==> src/hw/acr_regs.svh <==
/*
 Offsets, field positions, reset values and checksum constants of the
 channel-two calibration and converter control register slice.
 Assumes inclusion by bare name from every file that needs them.
*/
// Behaviour
// - Offset upper bits 23:8 stored read/write at 14h, reset zero.
// - Offset bits 7:0 in 15h bits 15:8; low byte reads zero.
// - Gain upper bits 23:8 stored read/write at 16h, reset 8000h.
// - Gain bits 7:0 in 17h bits 15:8, reset zero; low byte zero.
// - Gain is unsigned fixed point, 0.0 to just under 2.0.
// - Higher frequency-range code selects lower modulator frequency band.
// - Bit 0 of 31h turns converter on; reset off; reserved written zero.
// - Read-only 16-bit register map checksum at 3Eh, reset zero.
// - Programmed offset subtracted from each conversion result.
// - Offset-corrected result multiplied by gain factor every sample.
`ifndef ACR_REGS_SVH
`define ACR_REGS_SVH

// Register offsets
`define ACR_OFS_OFF_HIGH 6'h14
`define ACR_OFS_OFF_LOW 6'h15
`define ACR_OFS_GAIN_HIGH 6'h16
`define ACR_OFS_GAIN_LOW 6'h17
`define ACR_OFS_CONV_CTRL 6'h31
`define ACR_OFS_CHECKSUM 6'h3E

// Reset values
`define ACR_RST_OFF_HIGH 16'h0000
`define ACR_RST_OFF_LOW 8'h00
`define ACR_RST_GAIN_HIGH 16'h8000
`define ACR_RST_GAIN_LOW 8'h00
`define ACR_RST_CONV_CTRL 16'h0000
`define ACR_RST_CHECKSUM 16'h0000

// Field positions
`define ACR_LOW_FIELD_MSB 15
`define ACR_LOW_FIELD_LSB 8
`define ACR_FREQ_MSB 11
`define ACR_FREQ_LSB 8
`define ACR_CONV_ON_BIT 0

// Gain has 23 fraction bits: 800000h is unity
`define ACR_GAIN_FRAC_BITS 23

// Checksum polynomial and seed
`define ACR_CRC_POLY 16'h1021
`define ACR_CRC_SEED 16'hFFFF

`endif

==> src/hw/acr_pkg.sv <==
/*
 Types shared by the calibration register slice and its correction path.
 Assumes acr_regs.svh provides the numeric constants.
*/
package acr_pkg;

   // One conversion sample with its strobe
   typedef struct packed {
      logic valid;
      logic [23:0] data;
   } acr_sample_s;

   // Register host port request
   typedef struct packed {
      logic wrEn;
      logic rdEn;
      logic [5:0] addr;
      logic [15:0] wrData;
   } acr_req_s;

   // Register file and read path state
   typedef struct packed {
      logic [15:0] offHigh;
      logic [7:0] offLow;
      logic [15:0] gainHigh;
      logic [7:0] gainLow;
      logic [15:0] convCtrl;
      logic [15:0] checksum;
      logic [15:0] rdData;
      logic rdValid;
   } acr_bank_s;

   // Correction pipeline state
   typedef struct packed {
      logic diffValid;
      logic [24:0] diff;
      logic outValid;
      logic [23:0] outData;
   } acr_corr_s;

endpackage : acr_pkg

==> src/hw/acr_corr.sv <==
/*
 Two-stage offset and gain correction of channel-two samples.
 Assumes samples arrive synchronous to clk with a one-cycle valid.
*/
`timescale 1ns/10ps
`include "acr_regs.svh"

module acr_corr (
   input wire logic clk,
   input wire logic rst_n,
   input acr_pkg::acr_sample_s sampleIn,
   input wire logic [23:0] offset,
   input wire logic [23:0] gain,
   output acr_pkg::acr_sample_s sampleOut
);
   import acr_pkg::*;

   localparam logic signed [49:0] SAT_MAX = 50'sh7FFFFF;
   localparam logic signed [49:0] SAT_MIN = -50'sh800000;

   acr_corr_s st_q;
   acr_corr_s st_d;
   logic signed [49:0] prod;
   logic signed [49:0] scaled;

   // Subtract offset, then scale by unsigned gain and saturate
   always_comb begin
      st_d = st_q;
      st_d.diffValid = sampleIn.valid;
      if (sampleIn.valid) begin
         st_d.diff = {sampleIn.data[23], sampleIn.data} - {offset[23], offset};
      end
      prod = 50'($signed(st_q.diff)) * 50'($signed({1'b0, gain}));
      scaled = prod >>> `ACR_GAIN_FRAC_BITS;
      st_d.outValid = st_q.diffValid;
      if (st_q.diffValid) begin
         if (scaled > SAT_MAX) begin
            st_d.outData = 24'h7FFFFF;
         end else if (scaled < SAT_MIN) begin
            st_d.outData = 24'h800000;
         end else begin
            st_d.outData = scaled[23:0];
         end
      end
   end

   // Pipeline registers
   always_ff @(posedge clk) begin
      if (!rst_n) begin
         st_q <= '0;
      end else begin
         st_q <= st_d;
      end
   end

   assign sampleOut.valid = st_q.outValid;
   assign sampleOut.data = st_q.outData;

endmodule : acr_corr

==> src/hw/acr_cal_regs.sv <==
/*
 Channel-two offset and gain calibration registers, isolated converter
 control, register map checksum, and the correction path they steer.
 Assumes the serial front end has already framed each access into a
 one-cycle write or read strobe with a six-bit register address.
*/
`timescale 1ns/10ps
`include "acr_regs.svh"

module acr_cal_regs (
   input wire logic clk,
   input wire logic rst_n,
   input acr_pkg::acr_req_s req,
   output logic [15:0] regRdData,
   output logic regRdValid,
   input acr_pkg::acr_sample_s sampleIn,
   output acr_pkg::acr_sample_s sampleOut,
   output logic converterOn,
   output logic [3:0] converterFreqRange
);
   import acr_pkg::*;

   acr_bank_s st_q;
   acr_bank_s st_d;
   logic [15:0] crcNow;
   logic [23:0] offsetWord;
   logic [23:0] gainWord;

   // One CRC step over a 16-bit word, MSB first
   function automatic logic [15:0] acrCrcWord(input logic [15:0] crcIn, input logic [15:0] word);
      logic [15:0] c;
      c = crcIn;
      for (int i = 15; i >= 0; i--) begin
         if (c[15] ^ word[i]) begin
            c = {c[14:0], 1'b0} ^ `ACR_CRC_POLY;
         end else begin
            c = {c[14:0], 1'b0};
         end
      end
      return c;
   endfunction : acrCrcWord

   // Read image of a low register: field in the high byte, zero below
   function automatic logic [15:0] acrLowImage(input logic [7:0] field);
      return {field, 8'h00};
   endfunction : acrLowImage

   // Value software reads at a given address; unmapped reads as zero
   function automatic logic [15:0] acrReadMux(input acr_bank_s s, input logic [5:0] addr);
      logic [15:0] v;
      v = 16'h0000;
      unique case (addr)
         `ACR_OFS_OFF_HIGH: begin
            v = s.offHigh;
         end
         `ACR_OFS_OFF_LOW: begin
            v = acrLowImage(s.offLow);
         end
         `ACR_OFS_GAIN_HIGH: begin
            v = s.gainHigh;
         end
         `ACR_OFS_GAIN_LOW: begin
            v = acrLowImage(s.gainLow);
         end
         `ACR_OFS_CONV_CTRL: begin
            v = s.convCtrl;
         end
         `ACR_OFS_CHECKSUM: begin
            v = s.checksum;
         end
         default: begin
            v = 16'h0000;
         end
      endcase
      return v;
   endfunction : acrReadMux

   // Checksum over every configuration word as software reads it
   always_comb begin
      crcNow = `ACR_CRC_SEED;
      crcNow = acrCrcWord(crcNow, st_q.offHigh);
      crcNow = acrCrcWord(crcNow, acrLowImage(st_q.offLow));
      crcNow = acrCrcWord(crcNow, st_q.gainHigh);
      crcNow = acrCrcWord(crcNow, acrLowImage(st_q.gainLow));
      crcNow = acrCrcWord(crcNow, st_q.convCtrl);
   end

   // Next state: writes, checksum refresh and registered read answer
   always_comb begin
      st_d = st_q;
      st_d.rdValid = 1'b0;
      if (req.wrEn) begin
         unique case (req.addr)
            `ACR_OFS_OFF_HIGH: begin
               st_d.offHigh = req.wrData;
            end
            `ACR_OFS_OFF_LOW: begin
               st_d.offLow = req.wrData[`ACR_LOW_FIELD_MSB:`ACR_LOW_FIELD_LSB];
            end
            `ACR_OFS_GAIN_HIGH: begin
               st_d.gainHigh = req.wrData;
            end
            `ACR_OFS_GAIN_LOW: begin
               st_d.gainLow = req.wrData[`ACR_LOW_FIELD_MSB:`ACR_LOW_FIELD_LSB];
            end
            `ACR_OFS_CONV_CTRL: begin
               st_d.convCtrl = req.wrData;
            end
            default: begin
               st_d.convCtrl = st_q.convCtrl; // Checksum and unmapped ignore writes
            end
         endcase
      end
      // Checksum follows the stored settings one cycle behind
      st_d.checksum = crcNow;
      if (req.rdEn) begin
         st_d.rdData = acrReadMux(st_q, req.addr);
         st_d.rdValid = 1'b1;
      end
   end

   // State register with documented reset values
   always_ff @(posedge clk) begin
      if (!rst_n) begin
         st_q.offHigh <= `ACR_RST_OFF_HIGH;
         st_q.offLow <= `ACR_RST_OFF_LOW;
         st_q.gainHigh <= `ACR_RST_GAIN_HIGH;
         st_q.gainLow <= `ACR_RST_GAIN_LOW;
         st_q.convCtrl <= `ACR_RST_CONV_CTRL;
         st_q.checksum <= `ACR_RST_CHECKSUM;
         st_q.rdData <= 16'h0000;
         st_q.rdValid <= 1'b0;
      end else begin
         st_q <= st_d;
      end
   end

   // Read port
   assign regRdData = st_q.rdData;
   assign regRdValid = st_q.rdValid;

   // Converter control pins; the band meaning of the code lies in the analog
   // oscillator: larger code, lower modulator band
   assign converterOn = st_q.convCtrl[`ACR_CONV_ON_BIT];
   assign converterFreqRange = st_q.convCtrl[`ACR_FREQ_MSB:`ACR_FREQ_LSB];

   // Assemble 24-bit correction words
   assign offsetWord = {st_q.offHigh, st_q.offLow};
   assign gainWord = {st_q.gainHigh, st_q.gainLow};

   // Offset then gain correction on every sample
   acr_corr u_corr (
      .clk(clk),
      .rst_n(rst_n),
      .sampleIn(sampleIn),
      .offset(offsetWord),
      .gain(gainWord),
      .sampleOut(sampleOut)
   );

endmodule : acr_cal_regs

==> config.mk <==
export PLATFORM = sky130hd
export DESIGN_NAME = acr_cal_regs
export DESIGN_NICKNAME = d
export VERILOG_FILES = /design/src/hw/acr_pkg.sv /design/src/hw/acr_corr.sv /design/src/hw/acr_cal_regs.sv
export VERILOG_INCLUDE_DIRS = /design/src /design/src/hw
export SDC_FILE = /design/constraint.sdc
export NUM_CORES = 2
export LEC_CHECK = 0
export ABC_AREA = 1
export BUFFER_PORTS_ARGS = -buffer_cell sky130_fd_sc_hd__buf_4
export CORE_MARGIN = 2
export CORE_UTILIZATION = 32
export DETAILED_ROUTE_END_ITERATION = 10
export GPL_TIMING_DRIVEN = 0
export SYNTH_ARGS = -nofsm -noshare
export SYNTH_HDL_FRONTEND = slang
export SYNTH_HIERARCHICAL = 1
export SYNTH_SLANG_ARGS = --single-unit
export TNS_END_PERCENT = 10
==> constraint.sdc <==
create_clock -name clk -period 8.68 [get_ports clk]
set_input_delay 0.434 -clock clk [delete_from_list [all_inputs] [get_ports clk]]
set_output_delay 0.434 -clock clk [all_outputs]
set_load 0.02 [all_outputs]
==> results.cfg <==
[floorplanning]
initial_core_util = 0.323
die_h_um = 339
rows = 122
die_area_mm2 = 0.115
die_w_um = 339
io_pins = 98
core_area_mm2 = 0.111

[logic_synthesis]
netlist_instances = 5071
yosysSeqAreaShare = 0.0826
yosys_warnings = 6
ys_seq_elements = 148
synthArstFlopShare = 0
ys_types = 50
dominantRegCellSynth = dfxtp_1
synth_nets = 5918
syn_area_per_cell_um2 = 7.07
synth_edf_count = 0
synth_area_mm2 = 0.0359

[drt]
drtIter0Drc = 3032
ant_nets = 0
vias = 31687
routed_wl_mm = 122
drc = 0
drt_pre_antenna_iters = 8
viasPerCell = 4.74
routedWlPerCell_um = 18.3

[min_path]
hold_path_depth = 3
min_to = offsetWord[10]
hold_class = primary input to flop
hold_start = req[2]

[worst_setup_path]
crit_type = flop to flop
crit_arrival_ns = 8.73
startpoint = gainWord[11]
reg2reg_depth = 28
reg2reg_to = u_corr/sampleOut[22]
startpoint_type = flop
critPathSlowestCell = fa_1
cp-end-kind = flop
slowest_delay_ns = 0.81
r2r-start = gainWord[11]
required_ns = 9.01
ff2ff_setup_slack_ns = 0.28
cp_max_fo = 10

[grt]
grt_overflow = 0
grt_pass1_wl_mm = 188
grt_pass1_vias = 31981
grt_antenna_before_repair = 3
grt_max_degree = 17
grtUsageTotal = 0.215

[sta]
timing_max_transition_violations_final = 0
setup_violations = 0
rsz0062_at_grt = no
finalHoldViolCount = 0
fmax_mhz = 119
post-route-period-util = 0.968
slew_headroom = 0.232
clock_skew_ns = 0.0275
layout_min_cycle_time_ns = 8.40
tightestPinTransition_ns = 1.14
finalSetupTns_ns = 0
layout_setup_ws_ns = 0.282

[layout]
stdcell_count = 6687
areaGrowthSynthToFinish_pct = 8.95
drive_above_1_share = 0.0906
fin_util = 0.352
fin_area_mm2 = 0.0391
layout_common_cells = inv_1, nand2_1, fa_1
diodes = 0
nets = 6033
final_common_cell = inv_1

[power_and_ir_drop]
p_leak_nw = 23.0
power_density_mw_per_mm2 = 174
ir_drop_v = 0.000626

[clock_tree]
cts_tree = done
clk_path_buf_depth = 2
htreeDepth = 4
ctsHoldBuffers = 0
clk-insertion-delay-late_ns = 0.46
cts-buffers-inserted = 17
clockRootBuffer = clkbuf_16
clkTransAtPathRegs_ns = 0.08
clock_sinks = 148

[flow_run]
drv_cap = 0

[placement]
dp_hpwl_mm = 105
postPlaceCellArea_mm2 = 0.0385
dp_worst_setup_slack_ns = -0.399
globalplace.congestion = 0.993
dp.cells = 6655
port_buffers = 96

[run_status]
status = finished, final reports clean
[flip-flops by register name, indices dropped and copies added, names as in the netlist]
register,count
offsetWord,24
converterFreqRange,4
regRdValid,1
u_corr/st_d,1
converterOn,1
st_q,27
regRdData,16
u_corr/sampleOut,25
u_corr/st_q,25
gainWord,24
[worst max-delay path by stage]
stage	to	slack (ns)
detailed placement	u_corr/sampleOut[22]	-0.40
CTS	u_corr/sampleOut[22]	0.0005
global placement	u_corr/sampleOut[20]	-0.34
finish	u_corr/sampleOut[22]	0.28
global route	u_corr/sampleOut[22]	0.002
floorplan	u_corr/sampleOut[10]	1.59
[cells by family after synthesis]
group           after synthesis  synth area share
compound gates              420            0.0660
xor+xnor                     69            0.0171
fa+ha+maj                   796             0.410
buf+inv                    1690             0.184
flops                       148            0.0826
simple gates               1948             0.241
[layout make-up]
cell class / count / area, um2
flip-flops and latches: 148 / 2960
fillers: 11985 / 71900
well taps: 1488 / 1860
repair buffers: 97 / 728
multi-input cells: 3233 / 26300
plain buffers: 236 / 1140
clock buffers: 18 / 429
inverters: 1453 / 5460
clock inverters: 14 / 161
[timing repair]
action / in CTS / in global routing
hold endpoints to repair: 0 / 0
buffers inserted: 0 / 1
gates resized for setup: 8 / 15
endpoints found under the setup margin: 23 / 24
[synthesized netlist by cell type, types with 3 or more instances]
| library cell | instances | share of area |
|---|---|---|
| inv_1 | 1410 | 0.15 |
| nand2_1 | 1338 | 0.14 |
| fa_1 | 633 | 0.35 |
| nand3_1 | 215 | 0.030 |
| clkbuf_1 | 180 | 0.019 |
| a21oi_1 | 172 | 0.024 |
| ha_1 | 163 | 0.057 |
| o21ai_0 | 153 | 0.021 |
| dfxtp_1 | 148 | 0.083 |
| nor2_1 | 141 | 0.015 |
| nand2_2 | 104 | 0.018 |
| buf_4 | 47 | 0.0098 |
| nand3_2 | 47 | 0.013 |
| inv_2 | 42 | 0.0044 |
| xor2_1 | 38 | 0.0093 |
| nand2_4 | 36 | 0.011 |
| xnor2_1 | 30 | 0.0073 |
| a21oi_2 | 20 | 0.0049 |
| nor3_1 | 19 | 0.0027 |
| nand4_1 | 17 | 0.0030 |
| o21bai_1 | 16 | 0.0033 |
| o22ai_1 | 16 | 0.0028 |
| a221oi_1 | 14 | 0.0034 |
| o211ai_1 | 10 | 0.0021 |
| nor2_2 | 9 | 0.0016 |
| nand3_4 | 6 | 0.0029 |
| buf_6 | 4 | 0.0013 |
| nand3b_1 | 4 | 0.00084 |
| a21o_1 | 3 | 0.00063 |
| a31oi_1 | 3 | 0.00052 |
| and2_1 | 3 | 0.00052 |
| buf_2 | 3 | 0.00042 |
| o21a_1 | 3 | 0.00063 |
| o221ai_1 | 3 | 0.00073 |
[power by group]
part,switching (mW),total (mW),internal [mW]
Clock,0.408,0.820,0.412
Combinational,3.58,5.19,1.61
Sequential,0.0267,0.805,0.778
Total,4.02,6.82,2.80
[through the flow]
step,power [mW],hold slack [ns]
2_1_floorplan,4.72,0.445
3_3_place_gp,5.85,0.457
3_5_place_dp,5.91,0.463
4_1_cts,6.77,0.257
5_1_grt,7.45,0.269
6_report,6.82,0.282
[critical path: cells and delay by family, from the launching register on]
kind | cells | cell delay [ns]
AO/OA/AOI/OAI | 2 | 0.31
adder cells (fa/ha/maj) | 8 | 4.32
buffers and inverters | 7 | 1.71
flip-flops | 1 | 0.43
AND/OR/NAND/NOR | 11 | 1.49
[metal layers]
metal  track usage  share of wire  wire length [um]  up-vias
met1         0.281           0.41             50300    15384
met5             0        0.00014                17        -
met3        0.0330          0.083             10200      247
met2         0.349           0.45             55400     1213
li1              -              -                 -    14841
met4         0.102          0.053              6530        2
No activity file was read; power rests on OpenSTA's default activity.
